==> config.mk <==
export PLATFORM = sky130hd
export DESIGN_NAME = wdtoc_top
export DESIGN_NICKNAME = d
export VERILOG_FILES = /design/src/core/wdtoc_pkg.sv /design/src/core/wdtoc_sync.sv /design/src/core/wdtoc_counter.sv /design/src/core/wdtoc_top.sv
export VERILOG_INCLUDE_DIRS = /design/src /design/src/core
export SDC_FILE = /design/constraint.sdc
export NUM_CORES = 1
export LEC_CHECK = 0
export ABC_AREA = 1
export BUFFER_PORTS_ARGS = -buffer_cell sky130_fd_sc_hd__buf_2
export CAP_MARGIN = 20
export CORE_ASPECT_RATIO = 0.75
export CORE_MARGIN = 3
export CORE_UTILIZATION = 40
export DETAILED_ROUTE_END_ITERATION = 6
export SLEW_MARGIN = 10
export SYNTH_ARGS = -nofsm -noshare
export SYNTH_HDL_FRONTEND = slang
export SYNTH_HIERARCHICAL = 1
export SYNTH_SLANG_ARGS = --single-unit
export TNS_END_PERCENT = 20
==> constraint.sdc <==
create_clock -name clk_i -period 6 [get_ports clk_i]
set_clock_uncertainty 0.1 [all_clocks]
set_input_delay 0 -clock clk_i [delete_from_list [all_inputs] [get_ports clk_i]]
set_output_delay 0 -clock clk_i [all_outputs]
set_load 0.02 [all_outputs]
==> src/core/wdtoc_defs.svh <==
// Constants for the watchdog option configuration block.
// Assumes inclusion by bare name from the package and the design modules.
`ifndef WDTOC_DEFS_SVH
`define WDTOC_DEFS_SVH

// ****************************************************************
// Register byte addresses
// ****************************************************************
`define WDTOC_ADDR_W          8
`define WDTOC_ADDR_RESTART    8'h00
`define WDTOC_ADDR_OSC_MODE   8'h04
`define WDTOC_ADDR_RESET_FLAG 8'h08
`define WDTOC_ADDR_STATUS     8'h0c
`define WDTOC_ADDR_OPTION     8'h80

// ****************************************************************
// Option byte fields
// ****************************************************************
`define WDTOC_OPT_W           8
`define WDTOC_OPT_PAD_BIT     7
`define WDTOC_WIN_HI          6
`define WDTOC_WIN_LO          5
`define WDTOC_START_BIT       4
`define WDTOC_OVF_HI          3
`define WDTOC_OVF_LO          1
`define WDTOC_LOCK_BIT        0

// ****************************************************************
// Other register fields and codes
// ****************************************************************
`define WDTOC_OSC_STOP_BIT    1
`define WDTOC_CAUSE_BIT       4
`define WDTOC_RESTART_CODE    8'hac
`define WDTOC_ST_WIN_BIT      17
`define WDTOC_ST_RUN_BIT      18
`define WDTOC_ST_MISM_BIT     19
`define WDTOC_RESP_OKAY       2'h0
`define WDTOC_RESP_SLVERR     2'h2

// ****************************************************************
// Counter and timing
// ****************************************************************
`define WDTOC_CNT_W           17
`define WDTOC_PER_W           18
`define WDTOC_OVF_BASE        10
`define WDTOC_WIN_W           2
`define WDTOC_SEL_W           3
`define WDTOC_SYNC_W          18
`define WDTOC_LOAD_W          2
`define WDTOC_LOAD_DLY        2'h2

`endif

==> src/core/wdtoc_pkg.sv <==
// Types shared by the watchdog option configuration block.
// Assumes wdtoc_defs.svh is on the include path.
`include "wdtoc_defs.svh"

package wdtoc_pkg;

  typedef logic [`WDTOC_OPT_W-1:0] wdtoc_opt_t;
  typedef logic [`WDTOC_CNT_W-1:0] wdtoc_cnt_t;

  typedef enum logic [1:0] {
    WDTOC_WR_ADDR = 2'b00,
    WDTOC_WR_EXEC = 2'b01,
    WDTOC_WR_RESP = 2'b10
  } wdtoc_wr_state_t;

  typedef enum logic [0:0] {
    WDTOC_RD_IDLE = 1'b0,
    WDTOC_RD_DATA = 1'b1
  } wdtoc_rd_state_t;

endpackage

==> src/core/wdtoc_sync.sv <==
// Two-stage synchroniser for pin inputs of the watchdog block.
// Assumes inputs are asynchronous to clk_i; only stage two is read outside.
`timescale 1ns/1ps
`include "wdtoc_defs.svh"

module wdtoc_sync
(
  input  wire logic                     clk_i,
  input  wire logic                     nrst_i,
  input  wire logic [`WDTOC_SYNC_W-1:0] async_i,
  output logic      [`WDTOC_SYNC_W-1:0] sync_o
);

  logic [`WDTOC_SYNC_W-1:0] stage1;

  // ****************************************************************
  // Per-bit double flop
  // ****************************************************************
  genvar b;
  generate
    for (b = 0; b < `WDTOC_SYNC_W; b = b + 1)
    begin : g_bit
      always_ff @(posedge clk_i)
      begin
        if (!nrst_i)
        begin
          stage1[b] <= 1'b0;
          sync_o[b] <= 1'b0;
        end
        else
        begin
          stage1[b] <= async_i[b];
          sync_o[b] <= stage1[b];
        end
      end
    end
  endgenerate

endmodule

==> src/core/wdtoc_counter.sv <==
// Watchdog period counter with window comparison.
// Assumes one tick per low-speed oscillator cycle, on clk_i.
`timescale 1ns/1ps
`include "wdtoc_defs.svh"

module wdtoc_counter
  import wdtoc_pkg::*;
(
  input  wire logic                    clk_i,
  input  wire logic                    nrst_i,
  input  wire logic                    tick_i,
  input  wire logic                    clear_i,
  input  wire logic [`WDTOC_SEL_W-1:0] ovf_sel_i,
  input  wire logic [`WDTOC_WIN_W-1:0] win_sel_i,
  output wdtoc_pkg::wdtoc_cnt_t        count_o,
  output logic                         window_open_o,
  output logic                         overflow_o
);

  logic [`WDTOC_PER_W-1:0] period;
  logic [`WDTOC_PER_W-1:0] quarter;
  logic [`WDTOC_PER_W-1:0] open_thr;
  logic [`WDTOC_PER_W-1:0] count_w;

  // ****************************************************************
  // Period and window threshold
  // ****************************************************************
  assign period  = `WDTOC_PER_W'(1) << (`WDTOC_OVF_BASE + 32'(ovf_sel_i));
  assign quarter = period >> 2;
  // Open part sits at the end of the period
  assign open_thr = (win_sel_i == 2'h0) ? (quarter + (quarter << 1)) :
                    (win_sel_i == 2'h1) ? (quarter << 1) :
                    (win_sel_i == 2'h2) ? quarter : `WDTOC_PER_W'(0);
  assign count_w       = {1'b0, count_o};
  assign window_open_o = (count_w >= open_thr);
  assign overflow_o    = tick_i && (count_w == (period - `WDTOC_PER_W'(1)));

  // ****************************************************************
  // Count register
  // ****************************************************************
  always_ff @(posedge clk_i)
  begin
    if (!nrst_i)
      count_o <= '0;
    else if (clear_i || overflow_o)
      count_o <= '0;
    else if (tick_i)
      count_o <= count_o + `WDTOC_CNT_W'(1);
  end

endmodule

==> src/core/wdtoc_top.sv <==
// Watchdog option configuration: option byte latch, watchdog, oscillator
// control and an AXI4-Lite register slave.
// Assumes option bytes and the oscillator clock are pins; halt, stop and
// illegal-access strobes come from logic on clk_i.
//
// Functional notes
// - Window field picks open fraction 25, 50, 75 or 100 percent.
// - Start bit 0 keeps counter stopped and illegal-access detection off.
// - Start bit 1 starts counting at reset and enables illegal-access detection.
// - Overflow field n gives period of 2^(10+n) oscillator cycles.
// - Lock bit 0 lets the stop bit halt the low-speed oscillator.
// - Lock bit 1 keeps oscillator running; stop bit writes still land in the register but have no effect.
// - Counter keeps running during flash self-programming.
// - Lock bit 0 withholds watchdog ticks in halt and stop.
// - Eight-bit timer tick continues in halt and stop.
// - Counter overflow raises internal reset.
// - Non-restart-code write to restart register raises internal reset.
// - Restart write while window closed raises internal reset.
// - Watchdog reset sets reset-cause flag.
`timescale 1ns/1ps
`include "wdtoc_defs.svh"

module wdtoc_top
  import wdtoc_pkg::*;
(
  input  wire logic        clk_i,
  input  wire logic        nrst_i,
  input  wdtoc_pkg::wdtoc_opt_t option_main_i,
  input  wdtoc_pkg::wdtoc_opt_t option_alt_i,
  input  wire logic        boot_swap_i,
  input  wire logic        lowspeed_osc_i,
  input  wire logic        halt_i,
  input  wire logic        stop_i,
  input  wire logic        illegal_access_i,
  output logic             wdt_reset_o,
  output logic             lowspeed_osc_en_o,
  output logic             timer8_tick_o,
  input  wire logic [7:0]  s_axi_awaddr,
  input  wire logic        s_axi_awvalid,
  output logic             s_axi_awready,
  input  wire logic [31:0] s_axi_wdata,
  input  wire logic [3:0]  s_axi_wstrb,
  input  wire logic        s_axi_wvalid,
  output logic             s_axi_wready,
  output logic [1:0]       s_axi_bresp,
  output logic             s_axi_bvalid,
  input  wire logic        s_axi_bready,
  input  wire logic [7:0]  s_axi_araddr,
  input  wire logic        s_axi_arvalid,
  output logic             s_axi_arready,
  output logic [31:0]      s_axi_rdata,
  output logic [1:0]       s_axi_rresp,
  output logic             s_axi_rvalid,
  input  wire logic        s_axi_rready
);

  import wdtoc_pkg::*;

  // ****************************************************************
  // Declarations
  // ****************************************************************
  logic [`WDTOC_SYNC_W-1:0] sync_q;
  wdtoc_opt_t               main_s;
  wdtoc_opt_t               alt_s;
  logic                     swap_s;
  logic                     osc_s;
  logic                     osc_prev;
  logic [`WDTOC_LOAD_W-1:0] load_cnt;
  logic                     cfg_loaded;
  wdtoc_opt_t               cfg_byte;
  logic                     cfg_mismatch;
  logic                     osc_stop;
  logic                     reset_cause_flag;
  wdtoc_wr_state_t          wr_state;
  wdtoc_rd_state_t          rd_state;
  logic                     aw_got;
  logic                     w_got;
  logic [`WDTOC_ADDR_W-1:0] wr_addr;
  logic [31:0]              wr_data;
  logic [3:0]               wr_strb;
  wdtoc_cnt_t               count;
  logic                     window_open;
  logic                     overflow;

  wire wdtoc_opt_t               sel_byte;
  wire logic [`WDTOC_WIN_W-1:0]  window_sel;
  wire logic [`WDTOC_SEL_W-1:0]  overflow_sel;
  wire logic                     start_at_reset_bit;
  wire logic                     osc_lock_bit;
  wire logic                     wdt_active;
  wire logic                     osc_edge;
  wire logic                     sleep_gate;
  wire logic                     wdt_tick;
  wire logic                     wr_fire;
  wire logic                     wr_low_byte;
  wire logic                     restart_wr;
  wire logic                     restart_bad;
  wire logic                     restart_ok;
  wire logic                     illegal_hit;
  wire logic                     wdt_trip;
  wire logic                     osc_mode_wr;
  wire logic                     cause_clear;
  wire logic                     wr_mapped;
  wire logic                     rd_mapped;
  wire logic [31:0]              rd_mux;
  wire logic [31:0]              status_word;
  wire logic                     next_osc_en;

  // ****************************************************************
  // Pin synchronisers
  // ****************************************************************
  // Option bytes are straps; synchronising them costs two cycles only
  wdtoc_sync u_sync
  (
    .clk_i   (clk_i),
    .nrst_i  (nrst_i),
    .async_i ({lowspeed_osc_i, boot_swap_i, option_alt_i, option_main_i}),
    .sync_o  (sync_q)
  );

  assign main_s = sync_q[`WDTOC_OPT_W-1:0];
  assign alt_s  = sync_q[2*`WDTOC_OPT_W-1:`WDTOC_OPT_W];
  assign swap_s = sync_q[2*`WDTOC_OPT_W];
  assign osc_s  = sync_q[2*`WDTOC_OPT_W+1];

  // ****************************************************************
  // Option byte latch
  // ****************************************************************
  // Wait for synchroniser to fill before sampling the straps
  assign sel_byte = swap_s ? alt_s : main_s;

  always_ff @(posedge clk_i)
  begin
    if (!nrst_i)
    begin
      load_cnt     <= '0;
      cfg_loaded   <= 1'b0;
      cfg_byte     <= '0;
      cfg_mismatch <= 1'b0;
    end
    else if (!cfg_loaded)
    begin
      load_cnt <= load_cnt + `WDTOC_LOAD_W'(1);
      if (load_cnt == `WDTOC_LOAD_DLY)
      begin
        cfg_byte     <= sel_byte;
        cfg_loaded   <= 1'b1;
        cfg_mismatch <= (main_s != alt_s);
      end
    end
  end

  assign window_sel         = cfg_byte[`WDTOC_WIN_HI:`WDTOC_WIN_LO];
  assign start_at_reset_bit = cfg_byte[`WDTOC_START_BIT];
  assign overflow_sel       = cfg_byte[`WDTOC_OVF_HI:`WDTOC_OVF_LO];
  assign osc_lock_bit       = cfg_byte[`WDTOC_LOCK_BIT];

  // ****************************************************************
  // Oscillator and tick gating
  // ****************************************************************
  assign next_osc_en = osc_lock_bit || !osc_stop;
  assign osc_edge    = osc_s && !osc_prev && lowspeed_osc_en_o;
  assign sleep_gate  = !osc_lock_bit && (halt_i || stop_i);
  assign wdt_active  = cfg_loaded && start_at_reset_bit;
  // No flash-busy term: counting goes on during self-programming
  assign wdt_tick    = wdt_active && osc_edge && !sleep_gate;

  always_ff @(posedge clk_i)
  begin
    if (!nrst_i)
    begin
      osc_prev          <= 1'b0;
      lowspeed_osc_en_o <= 1'b1;
      timer8_tick_o     <= 1'b0;
    end
    else
    begin
      osc_prev          <= osc_s;
      lowspeed_osc_en_o <= next_osc_en;
      timer8_tick_o     <= osc_edge;
    end
  end

  // ****************************************************************
  // Watchdog counter
  // ****************************************************************
  wdtoc_counter u_counter
  (
    .clk_i         (clk_i),
    .nrst_i        (nrst_i),
    .tick_i        (wdt_tick),
    .clear_i       (restart_ok || wdt_trip),
    .ovf_sel_i     (overflow_sel),
    .win_sel_i     (window_sel),
    .count_o       (count),
    .window_open_o (window_open),
    .overflow_o    (overflow)
  );

  // ****************************************************************
  // Restart and trip detection
  // ****************************************************************
  assign wr_fire     = (wr_state == WDTOC_WR_EXEC);
  assign wr_low_byte = wr_fire && wr_strb[0];
  assign restart_wr  = wr_low_byte && (wr_addr == `WDTOC_ADDR_RESTART) && wdt_active;
  assign restart_bad = wr_data[7:0] != `WDTOC_RESTART_CODE;
  assign restart_ok  = restart_wr && !restart_bad && window_open;
  assign illegal_hit = illegal_access_i && wdt_active;
  assign wdt_trip    = overflow
                    || (restart_wr && restart_bad)
                    || (restart_wr && !window_open)
                    || illegal_hit;

  assign osc_mode_wr = wr_low_byte && (wr_addr == `WDTOC_ADDR_OSC_MODE);
  assign cause_clear = wr_low_byte && (wr_addr == `WDTOC_ADDR_RESET_FLAG)
                    && !wr_data[`WDTOC_CAUSE_BIT];

  always_ff @(posedge clk_i)
  begin
    if (!nrst_i)
    begin
      wdt_reset_o      <= 1'b0;
      reset_cause_flag <= 1'b0;
      osc_stop         <= 1'b0;
    end
    else
    begin
      wdt_reset_o <= wdt_trip;
      // Set beats a clear arriving in the same cycle
      if (wdt_trip)
        reset_cause_flag <= 1'b1;
      else if (cause_clear)
        reset_cause_flag <= 1'b0;
      if (osc_mode_wr)
        osc_stop <= wr_data[`WDTOC_OSC_STOP_BIT];
    end
  end

  // ****************************************************************
  // Register decode
  // ****************************************************************
  assign status_word = {12'h000, cfg_mismatch, wdt_active, window_open, count};
  assign wr_mapped = (wr_addr == `WDTOC_ADDR_RESTART)
                  || (wr_addr == `WDTOC_ADDR_OSC_MODE)
                  || (wr_addr == `WDTOC_ADDR_RESET_FLAG);
  assign rd_mapped = wr_mapped_rd(s_axi_araddr);
  assign rd_mux =
    (s_axi_araddr == `WDTOC_ADDR_OSC_MODE)   ? 32'(osc_stop) << `WDTOC_OSC_STOP_BIT :
    (s_axi_araddr == `WDTOC_ADDR_RESET_FLAG) ? 32'(reset_cause_flag) << `WDTOC_CAUSE_BIT :
    (s_axi_araddr == `WDTOC_ADDR_STATUS)     ? status_word :
    (s_axi_araddr == `WDTOC_ADDR_OPTION)     ? 32'(cfg_byte) : 32'h0000_0000;

  function automatic logic wr_mapped_rd(input logic [`WDTOC_ADDR_W-1:0] a);
    wr_mapped_rd = (a == `WDTOC_ADDR_RESTART) || (a == `WDTOC_ADDR_OSC_MODE)
                || (a == `WDTOC_ADDR_RESET_FLAG) || (a == `WDTOC_ADDR_STATUS)
                || (a == `WDTOC_ADDR_OPTION);
  endfunction

  // ****************************************************************
  // AXI4-Lite write channel
  // ****************************************************************
  // Address and data are taken in either order; response follows both
  always_ff @(posedge clk_i)
  begin
    if (!nrst_i)
    begin
      wr_state      <= WDTOC_WR_ADDR;
      aw_got        <= 1'b0;
      w_got         <= 1'b0;
      wr_addr       <= '0;
      wr_data       <= '0;
      wr_strb       <= '0;
      s_axi_awready <= 1'b0;
      s_axi_wready  <= 1'b0;
      s_axi_bvalid  <= 1'b0;
      s_axi_bresp   <= `WDTOC_RESP_OKAY;
    end
    else
    begin
      case (wr_state)
        WDTOC_WR_ADDR:
        begin
          s_axi_awready <= !aw_got && !(s_axi_awvalid && s_axi_awready);
          s_axi_wready  <= !w_got && !(s_axi_wvalid && s_axi_wready);
          if (s_axi_awvalid && s_axi_awready)
          begin
            aw_got  <= 1'b1;
            wr_addr <= s_axi_awaddr;
          end
          if (s_axi_wvalid && s_axi_wready)
          begin
            w_got   <= 1'b1;
            wr_data <= s_axi_wdata;
            wr_strb <= s_axi_wstrb;
          end
          if (aw_got && w_got)
          begin
            s_axi_awready <= 1'b0;
            s_axi_wready  <= 1'b0;
            wr_state      <= WDTOC_WR_EXEC;
          end
        end
        WDTOC_WR_EXEC:
        begin
          aw_got       <= 1'b0;
          w_got        <= 1'b0;
          s_axi_bvalid <= 1'b1;
          s_axi_bresp  <= wr_mapped ? `WDTOC_RESP_OKAY : `WDTOC_RESP_SLVERR;
          wr_state     <= WDTOC_WR_RESP;
        end
        WDTOC_WR_RESP:
        begin
          if (s_axi_bready)
          begin
            s_axi_bvalid <= 1'b0;
            wr_state     <= WDTOC_WR_ADDR;
          end
        end
        default:
          wr_state <= WDTOC_WR_ADDR;
      endcase
    end
  end

  // ****************************************************************
  // AXI4-Lite read channel
  // ****************************************************************
  always_ff @(posedge clk_i)
  begin
    if (!nrst_i)
    begin
      rd_state      <= WDTOC_RD_IDLE;
      s_axi_arready <= 1'b0;
      s_axi_rvalid  <= 1'b0;
      s_axi_rdata   <= '0;
      s_axi_rresp   <= `WDTOC_RESP_OKAY;
    end
    else
    begin
      case (rd_state)
        WDTOC_RD_IDLE:
        begin
          s_axi_arready <= 1'b1;
          if (s_axi_arvalid && s_axi_arready)
          begin
            s_axi_arready <= 1'b0;
            s_axi_rvalid  <= 1'b1;
            s_axi_rdata   <= rd_mux;
            s_axi_rresp   <= rd_mapped ? `WDTOC_RESP_OKAY : `WDTOC_RESP_SLVERR;
            rd_state      <= WDTOC_RD_DATA;
          end
        end
        WDTOC_RD_DATA:
        begin
          if (s_axi_rready)
          begin
            s_axi_rvalid <= 1'b0;
            rd_state     <= WDTOC_RD_IDLE;
          end
        end
        default:
          rd_state <= WDTOC_RD_IDLE;
      endcase
    end
  end

endmodule

Yosys cells after proc, flatten, opt, wreduce, memory -nomap -nowiden --
Cells that the tools add are included.
Storage, ports and cells: input port bits 80, logic and storage cells 189, bits in registers 134, output and inout bits 44
Operators by class: equality and inequality tests 20, shift operators 1, magnitude comparators 1, bitwise gates (word level) 3, $add $sub $neg 5, reduce and logical (&&, ||, !) cells 65, mux-type cells 32
Operators with widths (number):
- $mux W20 | 3
- $mux W18 | 2
- $shl A1 B32 Y18 const A | 1
- $eq A8 B4 Y1 const B | 3
- $logic_and A1 B1 Y1 | 24
- $add A16 B17 Y18 | 1
- $eq A17 B18 Y1 | 1
- $ge A17 B18 Y1 | 1
- $reduce_and A2 Y1 | 9
- $sub A18 B1 Y18 const B | 1
- $add A17 B1 Y17 const B | 1
- $eq A8 B3 Y1 const B | 2
- $logic_not A8 Y1 | 2
- $mux W16 | 1
- $mux W8 | 2
- $mux W1 | 14
- $logic_or A1 B1 Y1 | 13
- $ne A2 B2 Y1 const B | 6
- $logic_not A1 Y1 | 11
- $pmux W1 S2 | 5
- $eq A8 B8 Y1 const B | 1
- $mux W2 | 4
- $ne A8 B8 Y1 | 1
- $ne A8 B8 Y1 const B | 1
- 9 further kinds | 17

Longest topological paths before layout --
word-level depth 13, gate-level depth with buffers 31, gate-level depth less buffers 31

Modules after synthesis --
Netlist, hierarchy kept.
By module, submodules not included:
- wdtoc_top | times used 1, sequential area each 1341.3 µm², area each 3060.4 µm², cells each 424
- wdtoc_counter | times used 1, sequential area each 340.3 µm², area each 2068.2 µm², cells each 311
- wdtoc_sync | times used 1, sequential area each 720.7 µm², area each 1032.2 µm², cells each 112

Worst setup path before layout --
OpenSTA, ideal clock, no wires.
path kind register -> register, from reg cfg_byte[2], to reg reset_cause_flag, cell stages (with the launch flop) 31, period minus slack after synthesis 3.911 ns, library setup time 0.115 ns, arrival time 3.696 ns, path buffers 0, path slack 2.089 ns, data required time 5.785 ns, path through dfxtp_1 -> inv_1 -> ha_1 -> nor2_1 -> inv_1 -> nor2_1 -> inv_1 -> ha_1 -> nand3_1 -> nand2_1 -> nand2_1 -> nand2_1 -> nand3_1 -> nand2_1 -> a21o_1 -> a31oi_1 -> ha_1 -> nand2_1 -> inv_1 -> nand3_1 -> o31a_1 -> nand2_1 -> nand2_1 -> a21oi_1 -> nand2_1 -> nor2_1 -> nand3_1 -> nor2_1 -> nor2_1 -> nand2_1 -> nand2_1
Between the ends: cells in the longest elaborated chain, start to end 11, elaborated cells between the ends (all ways) 17, classes of those cells add/sub: 3; order compare: 1; eq/ne: 1; shift: 1; mux: 4; reduce/logical: 7
Ends and longest elaborated chain:
- start: declaration | line wdtoc_top.sv:70 | wdtoc_opt_t cfg_byte;
- start signal: assignment | line wdtoc_top.sv:146 | cfg_byte <= sel_byte;
- $add A4 B3 Y5 (no source line) *
- $shl A1 B32 Y18 (no source line) *
- parallel branches: the longest is 2 deep, another holds $add A16 B17 Y18
- $mux W18 * | line wdtoc_counter.sv:31 | assign open_thr = (win_sel_i == 2'h0) ? (quarter + (quarter << 1)) :
- $ge A17 B18 Y1 * | line wdtoc_counter.sv:35 | assign window_open_o = (count_w >= open_thr);
- named net window_open | line wdtoc_top.sv:82 | logic window_open;
- $logic_not A1 Y1 * | line wdtoc_top.sv:211 | || (restart_wr && !window_open)
- $logic_and A1 B1 Y1 * | line wdtoc_top.sv:211
- $logic_or A1 B1 Y1 * | line wdtoc_top.sv:211
- $logic_or A1 B1 Y1 * | line wdtoc_top.sv:212 | || illegal_hit;
- $mux W1 / $reduce_bool A2 Y1 (equally long branches)
- end signal: assignment | line wdtoc_top.sv:223 | reset_cause_flag <= 1'b0;
- end signal: assignment | line wdtoc_top.sv:231 | reset_cause_flag <= 1'b1;
- end signal: assignment | line wdtoc_top.sv:233 | reset_cause_flag <= 1'b0;
- end: declaration | line wdtoc_top.sv:73 | logic reset_cause_flag;
Mark *: on every way through the listed nets, which the timed path passes. A chain may end at the register's enable or synchronous reset.

Final worst setup path --
Same ends and word-level chain as after synthesis.

==> flow_summary.toml <==
[clock_tree]
cts-root-buf = "clkbuf_16"
cts_resized = 0
clk_pin_slew_ns = 0.06
numCtsBuffers = 17
clock_sinks = 120
insertion_delay_ns = 0.41
tritoncts = "done"
htreeDepth = 4
cts_buffer_depth = 2

[layout]
final_nets = 1094
area_growth_syn_to_layout_pct = 25.3
drive_gt1_share_pct = 16.1
fillerInstances = 1434
antenna_cells = 0

[logic_synthesis]
synthTopCellsByArea = "dfxtp_1, nand2_1, ha_1, inv_1, nor2_1"
synth_edf_count = 0
yosys.area_share.adder_pct = 8.12
ys_seq_area_share_pct = 39.0
async_reset_ff_share_pct = 0
yosysTopAreaCellShare_pct = 39.0
synth_seq_cells = 120
synth_area_um2 = 6160
synth_largest_area_cell = "dfxtp_1"
synth-simple-area-share_pct = 29.0
synthMuxAreaShare_pct = 0.162
avgSynthCellArea_um2 = 7.27
synthDistinctLibCells = 43
ys.flop_type = "dfxtp_1"
netlist_instances = 847
synth-compound-area-share_pct = 8.25
yosysMostFrequentCell = "nand2_1"
synth_top_family_by_area = "simple AND/OR/NAND/NOR gates"
synth-xor-area-share_pct = 4.12
ys.warnings.count = 6
synthTopCellsByCount = "nand2_1, dfxtp_1, inv_1, nor2_1, nand3_1"

[worst_setup_path]
critPathRequiredTime_ns = 6.20
rr_worst_depth = 30
worst-path-buf-inv = 4
start_kind = "flip-flop"
critical_path.max_stage_delay_ns = 0.56
critical-path-top-delay-family = "simple AND/OR/NAND/NOR gates"
worstSetupPathType = "flip-flop to flip-flop"
critical-path-slowest-cell = "dfxtp_1"
crit_top_cell = "nand2_1"
crit_cells = 30
critPathMaxFanout = 10
critical_path_arrival_ns = 4.96
end_kind = "flip-flop"

[min_path]
hold_class = "input pin to flip-flop"
holdPathStages = 7

[status]
status = "finished, final reports clean"

[floorplanning]
core_area_um2 = 14800
die_x_um = 149
dieArea_um2 = 16900
start_util_pct = 41.7
die_h_um = 113
rows = 38
pin_count = 124

[detailed_routing]
drtIter0Drc = 311
first_pass_iters = 5
routedWlPerCell_um = 12.0
viasPerCell = 4.46
final_antenna_net_count = 0
route.detailed.drc = 0
wl_mm = 14.3
vias = 5293

[timing]
clock.fmax_mhz = 210
finalSetupViolCount = 0
worstMarginPinSlew_ns = 0.938
holdWs_ns = 0.0463
finalCriticalPeriod_ns = 4.76
rsz0062_at_grt = "no"
tns_ns = 0
finalCritPeriodShare_pct = 79.3
slew-limit-headroom_pct = 37.2
finalMaxSlewViolations = 0
final_hold_viol_count = 0

[pwr]
p_leak_uw = 0.00387
powerDensity_nw_per_um2 = 331
ir_worst_vdd_mv = 0.191

[global_route]
track_usage_pct = 17.5
grt_max_degree = 82
antenna_found_initial = 0
grt.overflow.total = 0
grt_pass1_wl_mm = 23.9
grt_pass1_vias = 4814

[placement]
gp_congestion = 0.918
io_buffers = 82
dp_hpwl_mm = 10.1

[run]
maxCapViolations = 0
==> state kept, by name, summed over array words and instances, names as in the netlist, 2 cells and up <==
signal / count
wr_data: 8
s_axi_rdata: 20
u_sync/sync_o: 18
u_sync/stage1: 18
wr_addr: 8
u_counter/count_o: 17
cfg_byte: 8
wr_state: 2
load_cnt: 2
==> cell type report <==
type | count | area (µm²) | share of cell area, %
multi-input combinational | 591 | 3140 | 40.6
sequential | 120 | 2400 | 31.1
inverter | 119 | 447 | 5.79
clock buffer | 18 | 429 | 5.56
tap | 200 | 250 | 3.24
timing repair buffer | 125 | 836 | 10.8
clock inverter | 14 | 220 | 2.85
==> metrics by stage <==
step | power [µW] | cells | setup WS [ns] | cell area, µm² | utilization, %
5_1_grt | 2710 | 1187 | 0.629 | 7720 | 52.2
3_5_place_dp | 1420 | 1114 | 1.30 | 6660 | 45.0
4_1_cts | 2580 | 1187 | 1.27 | 7720 | 52.2
2_1_floorplan | 1290 | 864 | 2.09 | 6220 | -
3_3_place_gp | 1410 | 1114 | 1.38 | 6660 | 45.0
6_report | 2560 | 1187 | 1.24 | 7720 | 52.2
==> per-layer routing <==
| metal | wire length [µm] | GRT usage, % |
|---|---|---|
| met4 | 73 | 4.94 |
| met2 | 5720 | 24.6 |
| met3 | 802 | 3.69 |
| met5 | 0 | 0 |
| met1 | 7700 | 26.9 |
==> placed cells by master (no fill, tap or decap), types with 5 or more instances in the layout <==
master         count
ha_1              40
conb_1            20
inv_1            115
nand2_2           25
nand2_1          195
dfxtp_1          120
xnor2_1           11
nor2_2             6
a31oi_1            9
nand4_1            6
buf_2             82
clkbuf_16         17
nor2_1           115
a21oi_1           25
nand3_1           46
bufinv_16          5
xor2_1            18
dlygate4sd3_1     41
o21ai_0           36
a221oi_1           5
==> repair_timing <==
action                                 4_1_cts  5_1_grt
setup buffers                                0        0
hold buffers                                41        0
endpoints found under the hold margin       41        0
==> cell families after synthesis <==
kind of cell,count (synthesis)
simple gates,412
buf+inv,153
flops,120
compound gates,89
fa+ha+maj,40
xor+xnor,29
other cells,3
mux,1
==> power by group <==
part	total [µW]	internal, µW	switching, µW
Clock	1130	741	386
Combinational	533	192	342
Sequential	896	848	47.2
==> worst paths after layout <==
kind,slack (ns),startpoint,endpoint
max,1.24,cfg_byte[2],reset_cause_flag
min,0.05,illegal_access_i,wdt_reset_o
max reg2reg,1.24,cfg_byte[2],reset_cause_flag
min reg2reg,0.31,u_sync/stage1[14],u_sync/sync_o[14]
==> worst reg2reg max path, delay by kind of cell, from the launching register on <==
kind                     cells  cell delay (ns)
AND/OR/NAND/NOR             20             1.74
adder cells (fa/ha/maj)      3             1.03
AO/OA/AOI/OAI                3             0.77
flip-flops                   1             0.56
buffers and inverters        4             0.44
Power figures use the tool's default switching activity.
